**src/gpio_signal_mux_map.vh**
```
// Register map, field positions, reset values and select codes of the GPIO output multiplexer.
`ifndef GPIO_SIGNAL_MUX_MAP_VH
`define GPIO_SIGNAL_MUX_MAP_VH

// Register indices; the byte address on the bus is four times the index.
`define IDX_PORT_ENABLE      6'h01
`define IDX_PIN_CONFIG       6'h08
`define IDX_SWEEP_CONTROL    6'h10
`define IDX_PORT_STATUS      6'h11

// Bus geometry.
`define ADDR_WIDTH           8
`define DATA_WIDTH           32
`define PIN_COUNT            5

// Port enable register fields.
`define ENABLE_BIT           4

// Pin configuration register fields.
`define CONFIG_WIDTH         14
`define DIR_MSB              13
`define DIR_LSB              9
`define TEST_MSB             8
`define TEST_LSB             4
`define SELECT_MSB           3
`define SELECT_LSB           0

// Sweep control register fields.
`define SWEEP_MODE_BIT       0

// Port status register fields.
`define STATUS_PIN_MSB       4
`define STATUS_PIN_LSB       0
`define STATUS_TRIG_BIT      8

// Reset values.
`define RESET_ENABLE         1'h0
`define RESET_CONFIG         14'h0000
`define RESET_SWEEP          1'h0

// Output select codes.
`define SEL_TEST             4'h0
`define SEL_MODULATOR        4'h2
`define SEL_LOW_PAIR_ZERO    4'h6
`define SEL_SWEEP_FLAGS      4'h8

// Bus responses.
`define RESP_OKAY            2'h0
`define RESP_SLVERR          2'h2

`endif

```
**src/gpio_signal_mux.v**
```verilog
// Five-pin GPIO port with output multiplexer, sweep trigger input and AXI4-Lite register slave.
//
// Operation
// - Pins are driven or sampled only while the port enable bit is set.
// - Each pin has its own direction bit; one means output, zero means input.
// - In sweep mode, highest pin with direction cleared is the sweep trigger input.
// - Select 0000 drives the five test bits onto the pins in pin order.
// - Select 0010 drives the modulator output word, bit n onto pin n.
// - Select 1000 in sweep mode drives ready, start, stop, busy flags on pins 4..1.
// - Select picks the source; 1001-1111 give zero, 0110 zeroes all five pins.
//
// Implementation choice: register access over AXI4-Lite.
`timescale 1ns/1ps
`include "gpio_signal_mux_map.vh"

module gpio_signal_mux (
  // Clock and reset.
  input  wire        clock,
  input  wire        srst,
  // AXI4-Lite write address channel.
  input  wire [7:0]  s_axi_awaddr,
  input  wire        s_axi_awvalid,
  output reg         s_axi_awready,
  // AXI4-Lite write data channel.
  input  wire [31:0] s_axi_wdata,
  input  wire [3:0]  s_axi_wstrb,
  input  wire        s_axi_wvalid,
  output reg         s_axi_wready,
  // AXI4-Lite write response channel.
  output reg  [1:0]  s_axi_bresp,
  output reg         s_axi_bvalid,
  input  wire        s_axi_bready,
  // AXI4-Lite read address channel.
  input  wire [7:0]  s_axi_araddr,
  input  wire        s_axi_arvalid,
  output reg         s_axi_arready,
  // AXI4-Lite read data channel.
  output reg  [31:0] s_axi_rdata,
  output reg  [1:0]  s_axi_rresp,
  output reg         s_axi_rvalid,
  input  wire        s_axi_rready,
  // Internal sources for the multiplexer.
  input  wire [4:0]  modulatorOutputWord,
  input  wire        rampReadyFlag,
  input  wire        rampStartFlag,
  input  wire        rampStopFlag,
  input  wire        rampBusyFlag,
  // General-purpose pins, split into input, output and output enable.
  input  wire [4:0]  gpioPinIn,
  output reg  [4:0]  gpioPinOut,
  output reg  [4:0]  gpioPinOe,
  // Sweep trigger towards the sweeper.
  output reg         sweepTriggerPulse
);

  // Decodes a byte address into a one-hot register select; bit 4 flags an unmapped address.
  // Misaligned addresses fall into the unmapped slot, so a stray byte access never hits a register.
  function [4:0] decodeAddress;
    input [7:0] byteAddr;
    begin
      decodeAddress = 5'h10;
      if (byteAddr[1:0] == 2'h0) begin
        case (byteAddr[7:2])
          `IDX_PORT_ENABLE:   decodeAddress = 5'h01;
          `IDX_PIN_CONFIG:    decodeAddress = 5'h02;
          `IDX_SWEEP_CONTROL: decodeAddress = 5'h04;
          `IDX_PORT_STATUS:   decodeAddress = 5'h08;
          default:            decodeAddress = 5'h10;
        endcase
      end
    end
  endfunction

  // Merges written bytes into an old word under the byte strobes.
  // Bytes with a low strobe keep their old contents, which lets software touch one byte alone.
  function [31:0] mergeBytes;
    input [31:0] oldWord;
    input [31:0] newWord;
    input [3:0]  strobe;
    integer      i;
    begin
      mergeBytes = oldWord;
      for (i = 0; i < 4; i = i + 1) begin
        if (strobe[i]) begin
          mergeBytes[i*8 +: 8] = newWord[i*8 +: 8];
        end
      end
    end
  endfunction

  // Software-visible state.
  reg         portEnable_reg;
  reg  [13:0] pinConfig_reg;
  reg         sweepMode_reg;

  // Write channel bookkeeping: address and data are held until both have arrived.
  reg  [7:0]  awAddrHeld_reg;
  reg         awHeld_reg;
  reg  [31:0] wDataHeld_reg;
  reg  [3:0]  wStrbHeld_reg;
  reg         wHeld_reg;

  // Pin sampling state.
  reg  [4:0]  pinSample_reg;
  reg         triggerPrev_reg;

  // Field views of the configuration register.
  wire [4:0]  pinDirection = pinConfig_reg[`DIR_MSB:`DIR_LSB];
  wire [4:0]  testValue    = pinConfig_reg[`TEST_MSB:`TEST_LSB];
  wire [3:0]  outputSelect = pinConfig_reg[`SELECT_MSB:`SELECT_LSB];

  // Byte-merged image of a configuration write; only the low fourteen bits are kept.
  wire [31:0] cfgMerged    = mergeBytes({18'h00000, pinConfig_reg}, wDataHeld_reg, wStrbHeld_reg);

  // Pin 4 acts as the trigger only with the port on, sweep mode on and the pin set as input.
  // Gating by the enable keeps a floating pad from starting a sweep while the port is off.
  wire        triggerArmed = portEnable_reg & sweepMode_reg & ~pinDirection[4];

  // Write handshake terms.
  // A write is carried out only once both halves are held and no answer is still pending.
  wire        awTake  = s_axi_awvalid & s_axi_awready;
  wire        wTake   = s_axi_wvalid & s_axi_wready;
  wire        doWrite = awHeld_reg & wHeld_reg & ~s_axi_bvalid;
  wire [4:0]  wrSel   = decodeAddress(awAddrHeld_reg);
  wire        bDone   = s_axi_bvalid & s_axi_bready;

  // Read handshake terms.
  // The read address is decoded straight from the bus, since it is used in the cycle it is taken.
  wire        arTake  = s_axi_arvalid & s_axi_arready;
  wire        rDone   = s_axi_rvalid & s_axi_rready;
  wire [4:0]  rdSel   = decodeAddress(s_axi_araddr);

  // Next values of the write channel flags.
  reg         awHeld_next;
  reg         wHeld_next;
  reg         bValid_next;

  // Multiplexer source before direction and enable gating.
  reg  [4:0]  muxSource;

  // Next-state logic of the write channel; ready drops while a word waits or a response is pending.
  // Address and data may come in either order; each half waits in its holding register.
  // Clearing both holds in the write cycle keeps a stale half from being applied twice.
  always @* begin
    awHeld_next = awHeld_reg;
    wHeld_next  = wHeld_reg;
    bValid_next = s_axi_bvalid;
    if (awTake) begin
      awHeld_next = 1'b1;
    end
    if (wTake) begin
      wHeld_next = 1'b1;
    end
    if (doWrite) begin
      awHeld_next = 1'b0;
      wHeld_next  = 1'b0;
      bValid_next = 1'b1;
    end else if (bDone) begin
      bValid_next = 1'b0;
    end
  end

  // Write address and data capture with the response channel.
  // The write lands one edge after the later half is taken, and the answer stands from that
  // edge until the master takes it. Ready is registered from the next values, so it never
  // rises in the same cycle as a pending answer; this costs one cycle per write.
  always @(posedge clock) begin
    if (srst) begin
      awAddrHeld_reg <= 8'h00;
      awHeld_reg     <= 1'b0;
      wDataHeld_reg  <= 32'h00000000;
      wStrbHeld_reg  <= 4'h0;
      wHeld_reg      <= 1'b0;
      s_axi_awready  <= 1'b0;
      s_axi_wready   <= 1'b0;
      s_axi_bvalid   <= 1'b0;
      s_axi_bresp    <= `RESP_OKAY;
    end else begin
      awHeld_reg    <= awHeld_next;
      wHeld_reg     <= wHeld_next;
      s_axi_bvalid  <= bValid_next;
      s_axi_awready <= ~awHeld_next & ~bValid_next;
      s_axi_wready  <= ~wHeld_next & ~bValid_next;
      if (awTake) begin
        awAddrHeld_reg <= s_axi_awaddr;
      end
      if (wTake) begin
        wDataHeld_reg <= s_axi_wdata;
        wStrbHeld_reg <= s_axi_wstrb;
      end
      if (doWrite) begin
        s_axi_bresp <= wrSel[4] ? `RESP_SLVERR : `RESP_OKAY;
      end
    end
  end

  // Register writes; the status register is read-only and ignores writes with an OKAY answer.
  // Single-bit fields need the low strobe; the configuration merges per byte.
  // The upper bits of the merged word are cut off on purpose, as the register is fourteen bits wide.
  always @(posedge clock) begin
    if (srst) begin
      portEnable_reg <= `RESET_ENABLE;
      pinConfig_reg  <= `RESET_CONFIG;
      sweepMode_reg  <= `RESET_SWEEP;
    end else if (doWrite) begin
      if (wrSel[0] && wStrbHeld_reg[0]) begin
        portEnable_reg <= wDataHeld_reg[`ENABLE_BIT];
      end
      if (wrSel[1]) begin
        pinConfig_reg <= cfgMerged[`DIR_MSB:0];
      end
      if (wrSel[2] && wStrbHeld_reg[0]) begin
        sweepMode_reg <= wDataHeld_reg[`SWEEP_MODE_BIT];
      end
    end
  end

  // Read channel: the answer follows one cycle after the address is taken.
  // Ready returns at the edge that hands the answer over, so back-to-back reads lose one cycle.
  // Read data is latched when the address is taken, so a value that moves later does not
  // tear the word while it waits for the master.
  always @(posedge clock) begin
    if (srst) begin
      s_axi_arready <= 1'b0;
      s_axi_rvalid  <= 1'b0;
      s_axi_rdata   <= 32'h00000000;
      s_axi_rresp   <= `RESP_OKAY;
    end else begin
      if (arTake) begin
        s_axi_arready <= 1'b0;
        s_axi_rvalid  <= 1'b1;
        s_axi_rresp   <= rdSel[4] ? `RESP_SLVERR : `RESP_OKAY;
        s_axi_rdata   <= ({32{rdSel[0]}} & {27'h0000000, portEnable_reg, 4'h0})
                       | ({32{rdSel[1]}} & {18'h00000, pinConfig_reg})
                       | ({32{rdSel[2]}} & {31'h00000000, sweepMode_reg})
                       | ({32{rdSel[3]}} & {23'h000000, triggerArmed, 3'h0, pinSample_reg});
      end else if (rDone) begin
        s_axi_rvalid  <= 1'b0;
        s_axi_arready <= 1'b1;
      end else if (!s_axi_rvalid) begin
        s_axi_arready <= 1'b1;
      end
    end
  end

  // Source selection; reserved codes drive zero so the pins never float to an undefined level.
  // The sweep flags reach the pins only in sweep mode; outside it the code behaves as a zero.
  // Pin 0 has no flag and stays low under the flag code.
  always @* begin
    case (outputSelect)
      `SEL_TEST:          muxSource = testValue;
      `SEL_MODULATOR:     muxSource = modulatorOutputWord;
      `SEL_LOW_PAIR_ZERO: muxSource = 5'h00;
      `SEL_SWEEP_FLAGS:   muxSource = sweepMode_reg ?
                                      {rampReadyFlag, rampStartFlag, rampStopFlag, rampBusyFlag, 1'b0} :
                                      5'h00;
      default:            muxSource = 5'h00;
    endcase
  end

  // Per-pin output drivers; an input pin or a disabled port keeps its driver off.
  // Enable and output value are both registered from the same terms, so they change together
  // and a pad never shows a new value under an old enable. The value is masked by the enable
  // as well, which keeps the output at zero while the pad is released.
  genvar pin;
  generate
    for (pin = 0; pin < `PIN_COUNT; pin = pin + 1) begin : pinDriver
      always @(posedge clock) begin
        if (srst) begin
          gpioPinOut[pin] <= 1'b0;
          gpioPinOe[pin]  <= 1'b0;
        end else begin
          gpioPinOe[pin]  <= portEnable_reg & pinDirection[pin];
          gpioPinOut[pin] <= portEnable_reg & pinDirection[pin] & muxSource[pin];
        end
      end
    end
  endgenerate

  // Input sampling; a disabled port reads zero so a floating pad cannot leak into the status.
  // Output pins read zero, so status shows only what the outside world drives.
  // Inputs are taken as synchronous to the clock; a pad from another domain needs a synchroniser.
  always @(posedge clock) begin
    if (srst) begin
      pinSample_reg <= 5'h00;
    end else begin
      pinSample_reg <= portEnable_reg ? (gpioPinIn & ~pinDirection) : 5'h00;
    end
  end

  // Rising edge of the trigger pin gives one pulse; the edge is taken from sampled levels.
  // Sample and pulse are two register stages, so the pulse follows the pad by two edges.
  // The previous level resets low; since the port resets disabled and unarmed, no pulse can
  // come straight out of reset.
  always @(posedge clock) begin
    if (srst) begin
      triggerPrev_reg   <= 1'b0;
      sweepTriggerPulse <= 1'b0;
    end else begin
      triggerPrev_reg   <= triggerArmed & pinSample_reg[4];
      sweepTriggerPulse <= triggerArmed & pinSample_reg[4] & ~triggerPrev_reg;
    end
  end

endmodule // gpio_signal_mux

```
**config.mk**
```make
export PLATFORM = sky130hd
export DESIGN_NAME = gpio_signal_mux
export DESIGN_NICKNAME = d
export VERILOG_FILES = /design/src/gpio_signal_mux.v
export VERILOG_INCLUDE_DIRS = /design/src
export SDC_FILE = /design/constraint.sdc
export NUM_CORES = 1
export LEC_CHECK = 0
export BUFFER_PORTS_ARGS = -buffer_cell sky130_fd_sc_hd__buf_2
export CORE_MARGIN = 1
export CORE_UTILIZATION = 48
export CTS_CLUSTER_DIAMETER = 30
export DETAILED_ROUTE_END_ITERATION = 12
export PLACE_DENSITY = 0.88
export SYNTH_ARGS = -nofsm -noshare
export SYNTH_HDL_FRONTEND = slang
export SYNTH_SLANG_ARGS = --single-unit
```
**constraint.sdc**
```tcl
create_clock -name clock -period 2.5 [get_ports clock]
set_clock_uncertainty 0.2 [all_clocks]
set_input_delay 0.5 -clock clock [delete_from_list [all_inputs] [get_ports clock]]
set_output_delay 0.5 -clock clock [all_outputs]
set_load 0.03 [all_outputs]
```
# After elaboration in Yosys (flattened, before gate mapping)
# Index checks and enable logic that the tools add are counted.
op_classes:
  order_cmp: 0
  shift: 0
  div_mod_pow: 0
  bitwise: 39
  multipliers: 0
  reduce_logical: 12
  muxes: 18
  addsub: 0
  n_eq_ne: 11
ops:
  columns: ["op", "n"]
  rows:
  - ["32-bit bitwise OR", 3]
  - ["5-bit case mux with 4 select lines", 2]
  - ["32-bit by 1-bit bitwise AND with 32-bit output", 1]
  - ["32-bit by 14-bit bitwise AND with 32-bit output", 1]
  - ["32-bit by 5-bit bitwise AND with 32-bit output", 1]
  - ["32-bit by 9-bit bitwise AND with 32-bit output", 1]
  - ["6-bit by 5-bit equality test with 1-bit output (second input constant)", 4]
  - ["1-bit bitwise AND", 23]
  - ["5-bit 2-to-1 mux", 3]
  - ["5-bit case mux with 3 select lines", 1]
  - ["6-bit by 1-bit equality test with 1-bit output (second input constant)", 2]
  - ["6-bit by 4-bit equality test with 1-bit output (second input constant)", 2]
  - ["1-bit 2-to-1 mux", 10]
  - ["1-bit NOT", 7]
  - ["3-bit AND reduction", 2]
  - ["5-bit bitwise AND", 1]
  - ["5-bit NOT", 1]
  - ["4-bit by 2-bit equality test with 1-bit output (second input constant)", 1]
  - ["4-bit equality test (second input constant)", 1]
  - ["2-bit logical NOT", 2]
  - ["4-bit logical NOT", 1]
  - ["2-bit 2-to-1 mux", 2]
  - ["2-bit AND reduction", 2]
  - ["2-bit OR reduction", 2]
  - ["other kinds (3)", 4]
totals:
  word_cells: 110
  in_bits: 73
  mem_bits_rw: 0
  latch_bits: 0
  register_bits: 100
  memories: 0
  mem_bits_ro: 0

# Longest topological paths before layout
# Gate-level depths: netlist (run 1).
depth:
  depth_word: 7
  mapped_depth: 5
  ltp_nobuf: 4

# Worst setup path before layout (run 1)
# OpenSTA, ideal clock, no wires.
synth_timing:
  path_type: "reg2reg"
  from: "reg awAddrHeld_reg[1]"
  to: "reg pinConfig_reg[1]"
  synth_period_minus_slack_ns: 2.064
  path_slack_ns: 0.436
  t_arrival_ns: 1.737
  stages_incl_launch_ff: 6
  path_cell_list: "dfxtp_1 -> or4_4 -> buf_6 -> nor4_4 -> mux2i_1 -> nor2_1"
synth_via:
  elab_chain_len: 3
synth_rtl:
  columns: ["item", "line", "text"]
  rows:
  - ["from (decl)", "gpio_signal_mux.v:97", "reg [7:0] awAddrHeld_reg;"]
  - ["from (signal assigned)", "gpio_signal_mux.v:185", "awAddrHeld_reg <= s_axi_awaddr;"]
  - ["2-bit logical NOT", "gpio_signal_mux.v:62", "if (byteAddr[1:0] == 2'h0) begin"]
  - ["5-bit 2-to-1 mux", "gpio_signal_mux.v:62", null]
  - ["3-bit AND reduction (no line)", null, null]
  - ["to (signal assigned)", "gpio_signal_mux.v:203", "pinConfig_reg <= `RESET_CONFIG;"]
  - ["to (signal assigned)", "gpio_signal_mux.v:210", "pinConfig_reg <= cfgMerged[`DIR_MSB:0];"]
  - ["to (decl)", "gpio_signal_mux.v:93", "reg [13:0] pinConfig_reg;"]
# No other way between the ends.
# A chain may end at the register's enable or synchronous reset.

# Final worst setup path (run 1)
layout_timing:
  from: "reg awAddrHeld_reg[1]"
  to: "reg pinConfig_reg[12]"
# The elaborated chain is that of the path after synthesis.

==> impl_metrics.tcl, run 1 <==
set metrics [dict create \
    power.switching_fraction_pct 23.27 \
    post-route-drc-count 0 \
    timing.critical_path.from "awAddrHeld_reg[1]$_SDFFE_PP0P_" \
    final_core_util_pct 59.96 \
    post_cts_resize_count 0 \
    layout.nets 502 \
    grt_setup_unrepaired "no" \
    commonest_non_fill_non_tap_cell_in_the_layout "buf_2" \
    critPathKind "register to register" \
    chipWidth_um 83.29 \
    synth.yosys.warnings 0 \
    worstSetupEndpointType "register" \
    slew_headroom_pct 54.38 \
    worst-path-max-fanout 6 \
    routed-via-count 2613 \
    postSynthAreaPerCell_um2 9.167 \
    timing.final.setup_violations 0 \
    num_antenna_cells 0 \
    hold_start "s_axi_wdata[2]" \
    final-instance-count-excl-fill 511 \
    fraction_of_layout_instances_using_a_drive_strength_above_1_pct 25.58 \
    fill_cells 534 \
    clkPwrFrac_pct 42.3 \
    maxCapViolations 0 \
    final.setup.worst_slack_ps 397.0 \
    cp_data_arrival_time_ps 2140 \
    crit_path_required_time_ps 2530 \
    cts_buffer_depth 2 \
    synth_cells 346 \
    antenna_found_initial 0 \
    final_ant_viol_nets 0 \
    timing_max_transition_violations_final 0 \
    async_flop_share_pct 0 \
    grt_pass1_wl_um 11670 \
    dieArea_mm2 0.006937 \
    grtUsageTotal_pct 21.41 \
    timing.final.hold_violations 0 \
    cts_made_buffers 9 \
    net-switching-power_uw 617.6 \
    final_cell_mix "buf_2, dfxtp_1, nand2_1" \
    outcome "complete, no violations" \
    hpwl_um 5103 \
    worst-path-buf-inv 0 \
    htree_num_levels 3 \
    final_estimated_routing_congestion_in_global_placement 0.7630 \
    cts_root_buf "clkbuf_8" \
    crit_chain "or4_4 -> nor4_4 -> mux2i_1 -> nor2_1" \
    io_pins 125 \
    die_h_um 83.29 \
    yosys_register_bits 80 \
    share_comb_of_total_power_pct 7.8 \
    regToRegStartpoint "awAddrHeld_reg[1]$_SDFFE_PP0P_" \
    maximum_operating_frequency_mhz 475.5 \
    pin_count_of_the_biggest_net_entering_global_routing 37 \
    drt_first_pass_iters 4 \
    buffer_ports.inserted 84 \
    hold_class "input port to register" \
    drt-initial-drc-count 145 \
    drt-total-wl_um 7069 \
    critical_path.slowest_cell "or4_4" \
    core_area_mm2 0.006350 \
    tritoncts "yes" \
    ys_types 44 \
    grt_pass1_vias 2524 \
    cts.reportedPaths.clkPinSlew_ps 80 \
    cts.repair_timing.setup_buffer_count 0 \
    share_seq_of_total_power_pct 49.9 \
    synth_area_mm2 0.003172 \
    path_delay_family "simple AND/OR/NAND/NOR gates" \
    wl_per_cell_um 13.83 \
    internal_power_uw 2036 \
    leakagePower_uw 0.001581 \
    fp-row-count 29 \
    layout_worst_path_cycle_share_pct 84.12 \
    min_period_ps 2103 \
    slowest_delay_ps 580 \
    vdd_ir_drop_max_uv 455.6 \
    area.growth.synth_to_final_pct 20.04 \
    worst_setup_path_start_kind "register" \
    via_per_inst 5.114 \
    cts_hold_buffers 0 \
    cts.sink_count 80 \
    synth_top_flop_cell "dfxtp_1" \
    effective_utilization_at_floorplan_pct 49.95 \
    cellPowerDensity_mw_per_mm2 697.1 \
    post-place-cells 495 \
    worstMarginPinSlew_ps 678.0 \
    grt.overflow.total 0 \
    finalSetupTns_ps 0 \
    synth-edff-count 0 \
    post-place-ws_ps 401.0 \
    synth-seq-area-share_pct 50.49 \
    clock_insertion_delay_worst_skew_ps 350 \
]
==> cell usage after synthesis, drive strengths merged, types with 6 or more instances <==
library cell | n | share of area [%]
a22oi | 16 | 3.8
dfxtp | 80 | 50
nor4 | 7 | 2.3
mux2i | 17 | 5.4
and2 | 7 | 1.4
a21oi | 29 | 4.6
nor3b | 9 | 2.1
nor3 | 6 | 1.1
clkbuf | 12 | 1.4
nand2 | 65 | 7.7
buf | 22 | 5.2
nor2 | 30 | 3.6
==> final cells by class <==
type | instances | area [um2] | share of cell area [%]
flip-flops and latches | 80 | 1602 | 42.06
multi-input cells | 246 | 1413 | 37.10
repair buffers | 87 | 442.9 | 11.63
clock buffers | 11 | 131.4 | 3.451
clock inverters | 5 | 103.9 | 2.728
well taps | 77 | 96.34 | 2.530
inverters | 5 | 18.77 | 0.4929
==> cells by family (layout without fill, tap and decap cells) <==
family / count (synthesis) / in the layout / synth area share [%]
and+or+nand+nor: 149 / 149 / 24.50
DFF: 80 / 80 / 50.49
AOI/OAI and AO/OA: 56 / 56 / 10.89
buffers and inverters: 39 / 108 / 7.219
muxes: 21 / 21 / 6.785
other: 1 / 20 / 0.1182
==> stage by stage <==
stage	hold slack (ps)	area [um2]	power [uW]
final	179.8	3807	2654
after global routing	172.6	3807	2761
after CTS	170.2	3807	2667
after detailed placement	175.4	3572	1560
after global placement	172.1	3572	1552
after floorplan	167.4	3243	1517
==> metal layers <==
metal	up-vias	part of all wire, %	wire [um]	GRT usage (%)
met4	0	3.0	214	10.82
met1	1191	46	3243	26.87
met2	88	46	3234	33.31
met5	-	0	0	0
li1	1310	-	-	-
met3	24	5.3	376	6.461
==> path summary, 6_finish.rpt <==
check             slack, ps                             end  cells past startpoint
hold / removal          180   wDataHeld_reg[2]$_SDFFE_PP0P_                      3
setup reg to reg        400  pinConfig_reg[12]$_SDFFE_PP0P_                      4
setup / recovery        400  pinConfig_reg[12]$_SDFFE_PP0P_                      4
hold reg to reg         190    sweepTriggerPulse$_SDFF_PP0_                      1
==> power by group through the flow <==
stage               clock (uW)  sequential, uW  combinational, uW
CTS                       1140            1320                208
global route              1210            1330                227
floorplan                    0            1360                155
detailed placement           0            1350                206
finish                    1120            1320                208
global placement             0            1350                201
==> tightest hold or removal path: stages <==
cell and delay, ps:
buf_2 90, nand2_1 50, a21oi_1 50
Power figures use the tool's default switching activity.
==> run 2, diff against run 1 <==
--- a/config.mk
+++ b/config.mk
@@ -8,10 +8,10 @@
 export LEC_CHECK = 0
 export BUFFER_PORTS_ARGS = -buffer_cell sky130_fd_sc_hd__buf_2
 export CORE_MARGIN = 1
-export CORE_UTILIZATION = 48
+export CORE_UTILIZATION = 43
 export CTS_CLUSTER_DIAMETER = 30
 export DETAILED_ROUTE_END_ITERATION = 12
-export PLACE_DENSITY = 0.88
+export PLACE_DENSITY = 0.84
 export SYNTH_ARGS = -nofsm -noshare
 export SYNTH_HDL_FRONTEND = slang
 export SYNTH_SLANG_ARGS = --single-unit
==> constraint.sdc (replaced) <==
create_clock -name clock -period 1.9 [get_ports clock]
set_clock_uncertainty 0.2 [all_clocks]
set_input_delay 0.38 -clock clock [delete_from_list [all_inputs] [get_ports clock]]
set_output_delay 0.38 -clock clock [all_outputs]
set_load 0.03 [all_outputs]
==> run 2 against run 1 <==
Maximum frequency increased by 8.6%. Largest cell class unchanged. The run now ends with negative setup slack left. Combinational power increased by 44%. Via count increased by 2.3%. Highest routed layer unchanged.
==> impl_metrics.tcl, run 2 (synthesis gave the netlist of run 1 again) <==
set metrics [dict create \
    tritoncts "yes" \
    effective_utilization_at_floorplan_pct 45.68 \
    fp-row-count 30 \
    clkPwrFrac_pct 37.8 \
    worst_setup_path_start_kind "register" \
    cts_hold_buffers 0 \
    routed-via-count 2674 \
    maximum_operating_frequency_mhz 516.6 \
    via_per_inst 4.906 \
    cts_root_buf "clkbuf_8" \
    worst-path-max-fanout 6 \
    totalPowerFinal_uw 3274 \
    area.growth.synth_to_final_pct 24.50 \
    grt_setup_unrepaired "yes" \
    min_period_ps 1936 \
    worstMarginPinSlew_ps 604.7 \
    reg2regPathDepth 6 \
    hpwl_um 5484 \
    final-instance-count-excl-fill 545 \
    dieArea_mm2 0.007724 \
    global_route.usage.met2_pct 32.98 \
    timing.final.hold_violations 0 \
    io_pins 125 \
    gr-usage-met1_pct 23.79 \
    final_cell_mix "buf_2, dfxtp_1, nand2_1" \
    maxCapViolations 0 \
    wl_per_cell_um 13.43 \
    timing.reg2reg.setup_slack_ps -40 \
    grt.overflow.total 0 \
    htree_num_levels 3 \
    drt_first_pass_iters 4 \
    drt-total-wl_um 7319 \
    sequential_cell_area_mm2 0.001610 \
    final_estimated_routing_congestion_in_global_placement 0.7884 \
    commonest_non_fill_non_tap_cell_in_the_layout "buf_2" \
    hold_depth 3 \
    cts_buffer_depth 2 \
    post-route-drc-count 0 \
    final_ant_viol_nets 0 \
    combined_area_of_the_multi_input_logic_cells_mm2 0.001429 \
    worstSetupEndpointType "register" \
    postLayoutCellArea_mm2 0.003949 \
    cts.repair_timing.setup_buffer_count 0 \
    cts.sink_count 80 \
    vdd_ir_drop_max_uv 355.3 \
    cts.reportedPaths.clkPinSlew_ps 80 \
    internal_power_uw 2432 \
    clock_insertion_delay_worst_skew_ps 350 \
    buffer_ports.inserted 84 \
    outcome "finished with violations" \
    grtUsageTotal_pct 19.57 \
    share_seq_of_total_power_pct 53.1 \
    final.setup.worst_slack_ps -35.74 \
    leakagePower_uw 0.001643 \
    cts_made_buffers 9 \
    core_area_mm2 0.006944 \
    hold_slack_ps 54.63 \
    die_h_um 87.89 \
    cp_data_arrival_time_ps 1970 \
    layout_worst_path_cycle_share_pct 101.9 \
    antenna_found_initial 0 \
    net-switching-power_uw 842.1 \
    power.switching_fraction_pct 25.72 \
    grt_pass1_vias 2579 \
    placedInstanceArea_mm2 0.003726 \
    layout.nets 517 \
    hold_class "input port to register" \
    fill_cells 624 \
    busiest_layer "met2" \
    pin_count_of_the_biggest_net_entering_global_routing 30 \
    cellPowerDensity_mw_per_mm2 829.1 \
    grt_pass1_wl_um 11480 \
    final_core_util_pct 56.86 \
    slew_headroom_pct 59.68 \
    timing.final.setup_violations 7 \
    drt-initial-drc-count 79 \
    violations_in_the_final_reports "negative setup slack" \
    share_comb_of_total_power_pct 9.2 \
    timing_max_transition_violations_final 0 \
    crit_path_required_time_ps 1940 \
    fraction_of_layout_instances_using_a_drive_strength_above_1_pct 30.07 \
    met3_usage_pct 4.618 \
    chipWidth_um 87.89 \
    post-place-cells 529 \
    num_antenna_cells 0 \
    critPathKind "register to register" \
]
==> run 2: cell count changes in the layout (fill, tap and decap cells not counted), sizes merged <==
| cell | delta |
|---|---|
| buf | +15 |
| bufinv | -2 |
| clkinvlp | +2 |
| clkbuf | -1 |
| clkinv | +1 |
==> run 2: layer usage <==
metal / up-vias / routed length, um
li1: 1358 / -
met1: 1228 / 3409
met2: 77 / 3469
met3: 11 / 316
met4: 0 / 124
met5: - / 0
==> run 2: worst max-delay path, cell delays in order (launching register included) <==
cell	delay (ps)
dfxtp_2	330
or4_4	580
buf_6	150
nor4_4	140
buf_6	170
mux2i_1	200
nor2_1	60
==> run 2: power by group through the flow <==
stage | sequential, uW | combinational [uW] | clock [uW]
2_1_floorplan | 1790 | 203 | 0
3_3_place_gp | 1770 | 287 | 0
3_5_place_dp | 1780 | 294 | 0
4_1_cts | 1740 | 299 | 1260
5_1_grt | 1740 | 328 | 1320
6_report | 1740 | 300 | 1240
==> run 2: path summary, 6_finish.rpt <==
kind	startpoint	endpoint
worst min-delay path	s_axi_awaddr[1]	awAddrHeld_reg[1]$_SDFFE_PP0P_
worst min register to register	triggerPrev_reg$_SDFF_PP0_	sweepTriggerPulse$_SDFF_PP0_
worst max register to register	awAddrHeld_reg[1]$_SDFFE_PP0P_	pinConfig_reg[13]$_SDFFE_PP0P_
worst max-delay path	awAddrHeld_reg[1]$_SDFFE_PP0P_	pinConfig_reg[13]$_SDFFE_PP0P_
==> run 2: area by class of cell <==
class,instances,area share (%)
flip-flops and latches,80,40.78
multi-input cells,246,36.19
repair buffers,102,14.58
clock buffers,10,3.232
well taps,96,3.042
clock inverters,6,1.711
inverters,5,0.4753
==> run 2: per-stage QoR <==
stage / setup WS (ps) / TNS [ps]
4_1_cts: -47.24 / -161.1
3_5_place_dp: -60.79 / -356.0
3_3_place_gp: -13.14 / -13.32
6_report: -35.74 / -152.3
5_1_grt: -102.5 / -1255
2_1_floorplan: -120.5 / -1202
==> run 2: repair_timing <==
item                                    4_1_cts  5_1_grt
endpoints found under the setup margin       15       17
pin swaps                                     1        5
resized for setup                             7        2
cloned                                        0        0
==> run 3, diff against run 2 <==
==> config.mk (replaced) <==
export PLATFORM = sky130hd
export DESIGN_NAME = gpio_signal_mux
export DESIGN_NICKNAME = d
export VERILOG_FILES = /design/src/gpio_signal_mux.v
export VERILOG_INCLUDE_DIRS = /design/src
export SDC_FILE = /design/constraint.sdc
export NUM_CORES = 1
export LEC_CHECK = 0
export ABC_AREA = 1
export CORE_MARGIN = 1
export CORE_UTILIZATION = 55
export CTS_CLUSTER_DIAMETER = 30
export DETAILED_ROUTE_END_ITERATION = 12
export DONT_BUFFER_PORTS = 1
export PLACE_DENSITY = 0.82
export SYNTH_ARGS = -nofsm -noshare
export SYNTH_HDL_FRONTEND = slang
export SYNTH_SLANG_ARGS = --single-unit
==> run 3 against run 2 <==
The run now ends clean. Die area fell by 16%. Register-to-register slack improved by 360 ps. Synthesized cell count rose by 30%. Cell area fell by 7.0%. Clock power barely moved. Critical path depth rose by 2. Non-clock buffer count fell by 85. Cell count fell by 1.1%. Sequential power rose by 3%. First-iteration DRC count rose by 91%. Maximum frequency rose by 23%. Critical endpoint is now pinConfig_reg[2]$_SDFFE_PP0P_. Largest power group unchanged. Highest routed layer unchanged.
==> impl_metrics.tcl, run 3 <==
set metrics [dict create \
    postSynthAreaPerCell_um2 7.518 \
    worst_setup_path_start_kind "register" \
    tritoncts "yes" \
    cts_made_buffers 9 \
    clock_insertion_delay_worst_skew_ps 350 \
    cell_taking_the_most_area_after_synthesis "dfxtp_1" \
    antenna_found_initial 0 \
    critical_path.slowest_cell "dfxtp_1" \
    cts_root_buf "clkbuf_8" \
    synth_common_cells "nand2_1, dfxtp_1, nor2_1" \
    yosys-top-cells-area "dfxtp_1, nand2_1, nor2_1" \
    hold_slack_ps 17.96 \
    leakagePower_uw 0.001540 \
    final-instance-count-excl-fill 539 \
    reg2regPathDepth 8 \
    grt.overflow.total 0 \
    grt_pass1_wl_um 11650 \
    synth.yosys.warnings 0 \
    pin_count_of_the_biggest_net_entering_global_routing 50 \
    timing.final.setup_violations 0 \
    cts.sink_count 80 \
    dominant_cell_by_count_in_the_synthesized_netlist "nand2_1" \
    timing.reg2reg.setup_slack_ps 320 \
    commonest_non_fill_non_tap_cell_in_the_layout "nand2_1" \
    fill_cells 512 \
    maximum_operating_frequency_mhz 634.3 \
    cp_data_arrival_time_ps 1620 \
    routed-via-count 2783 \
    grt_pass1_vias 2653 \
    synth_cells 449 \
    hpwl_um 5079 \
    synth_area_mm2 0.003376 \
    chipWidth_um 80.35 \
    grt_setup_unrepaired "no" \
    postLayoutCellArea_mm2 0.003672 \
    yosys_register_bits 80 \
    hold_depth 2 \
    fp-row-count 28 \
    core_area_mm2 0.005921 \
    synth-edff-count 0 \
    buffer_ports.inserted 0 \
    vdd_ir_drop_max_uv 644.6 \
    outcome "complete, no violations" \
    io_pins 125 \
    finalSetupTns_ps 0 \
    crit_path_required_time_ps 1940 \
    post-route-drc-count 0 \
    post-place-cells 514 \
    timing.final.hold_violations 0 \
    hold_class "input port to register" \
    area.growth.synth_to_final_pct 8.784 \
    cellPowerDensity_mw_per_mm2 921.1 \
    async_flop_share_pct 0 \
    grtUsageTotal_pct 23.71 \
    drt_first_pass_iters 4 \
    layout.nets 532 \
    layout_worst_path_cycle_share_pct 82.97 \
    drt-initial-drc-count 151 \
    ys_types 31 \
    dieArea_mm2 0.006455 \
    min_period_ps 1576 \
    maxCapViolations 0 \
    post-synth-top-area-fraction_pct 47.44 \
    combined_area_of_the_multi_input_logic_cells_mm2 0.001459 \
    synth-seq-area-share_pct 47.44 \
    cts_buffer_depth 2 \
    die_h_um 80.35 \
    wl_per_cell_um 13.13 \
    cts.reportedPaths.clkPinSlew_ps 80 \
    crit_top_cell "nand2_1" \
    worst-path-max-fanout 16 \
    fraction_of_layout_instances_using_a_drive_strength_above_1_pct 9.052 \
    critPathKind "register to register" \
    final_ant_viol_nets 0 \
    synth_top_flop_cell "dfxtp_1" \
    effective_utilization_at_floorplan_pct 57.02 \
    final_cell_mix "nand2_1, dfxtp_1, nor2_1" \
    num_antenna_cells 0 \
    placedInstanceArea_mm2 0.003381 \
    slowest_delay_ps 420 \
    final_estimated_routing_congestion_in_global_placement 0.9110 \
    via_per_inst 5.163 \
    sequential_cell_area_mm2 0.001602 \
    worstSetupEndpointType "register" \
    drt-total-wl_um 7075 \
    totalPowerFinal_uw 3383 \
    htree_num_levels 3 \
    crit_chain "inv_1 -> nand3_4 -> nor2_4 -> nand2_4 -> nor2_8 -> nand2_1 -> nand2_1 -> nor2_1" \
    timing_max_transition_violations_final 0 \
]
==> run 3: cell count changes after synthesis, moves of 6 or more <==
cell | before | now
nand3_1 | 1 | 30
inv_2 | 0 | 6
inv_1 | 5 | 34
nor2_1 | 30 | 75
o21ai_0 | 2 | 34
and2_1 | 7 | 0
nand2_1 | 65 | 81
a22oi_1 | 16 | 0
mux2i_1 | 17 | 0
==> run 3: critical path, delay by kind of cell (launching register included) <==
family	cells	cell delay, ps
buffers and inverters	1	150
flip-flops	1	420
AND/OR/NAND/NOR	7	700
==> run 3: final timing paths <==
path | from | endpoint
worst max-delay path | s_axi_bvalid$_SDFF_PP0_ | pinConfig_reg[2]$_SDFFE_PP0P_
worst min register to register | triggerPrev_reg$_SDFF_PP0_ | sweepTriggerPulse$_SDFF_PP0_
worst min-delay path | s_axi_wdata[8] | wDataHeld_reg[8]$_SDFFE_PP0P_
worst max register to register | s_axi_bvalid$_SDFF_PP0_ | pinConfig_reg[2]$_SDFFE_PP0P_
==> run 3: layer usage <==
layer	wire length (um)	global-route usage (%)
met1	3019	27.15
met2	3403	40.25
met3	524	6.477
met4	128	11.79
met5	0	0
==> run 3: logic make-up (layout without fill, tap and decap cells) <==
logic type | count (synthesis) | in the layout | synth area share (%)
simple gates | 221 | 221 | 30.36
flops | 80 | 80 | 47.44
buf+inv | 78 | 74 | 11.45
other cells | 1 | 20 | 0.1111
compound gates | 69 | 69 | 10.64
==> run 3: layout make-up <==
class,count,area share [%]
Inverter,41,4.191
Multi-Input combinational cell,310,39.73
Clock inverter,7,2.112
Tap cell,75,2.555
Timing Repair Buffer,17,4.429
Sequential cell,80,43.61
Clock buffer,9,3.373
==> run 3: where the power goes <==
group	switching, uW	internal (uW)
Combinational	222	94.0
Clock	652	621
Sequential	56.6	1740
Total	931	2450
==> run 3: repair_timing <==
item / 4_1_cts / 5_1_grt
endpoints found under the hold margin: 20 / 1
setup buffers: 0 / 0
setup endpoints to repair: 0 / 0
hold buffers: 8 / 1
gates resized for setup: 0 / 0
==> run 3: metrics by stage <==
stage / setup WS, ps / util (%)
3_3_place_gp: 335.4 / 57.10
5_1_grt: 199.2 / 62.02
3_5_place_dp: 342.1 / 57.10
4_1_cts: 318.2 / 61.86
6_report: 323.5 / 62.02
2_1_floorplan: 404.5 / -
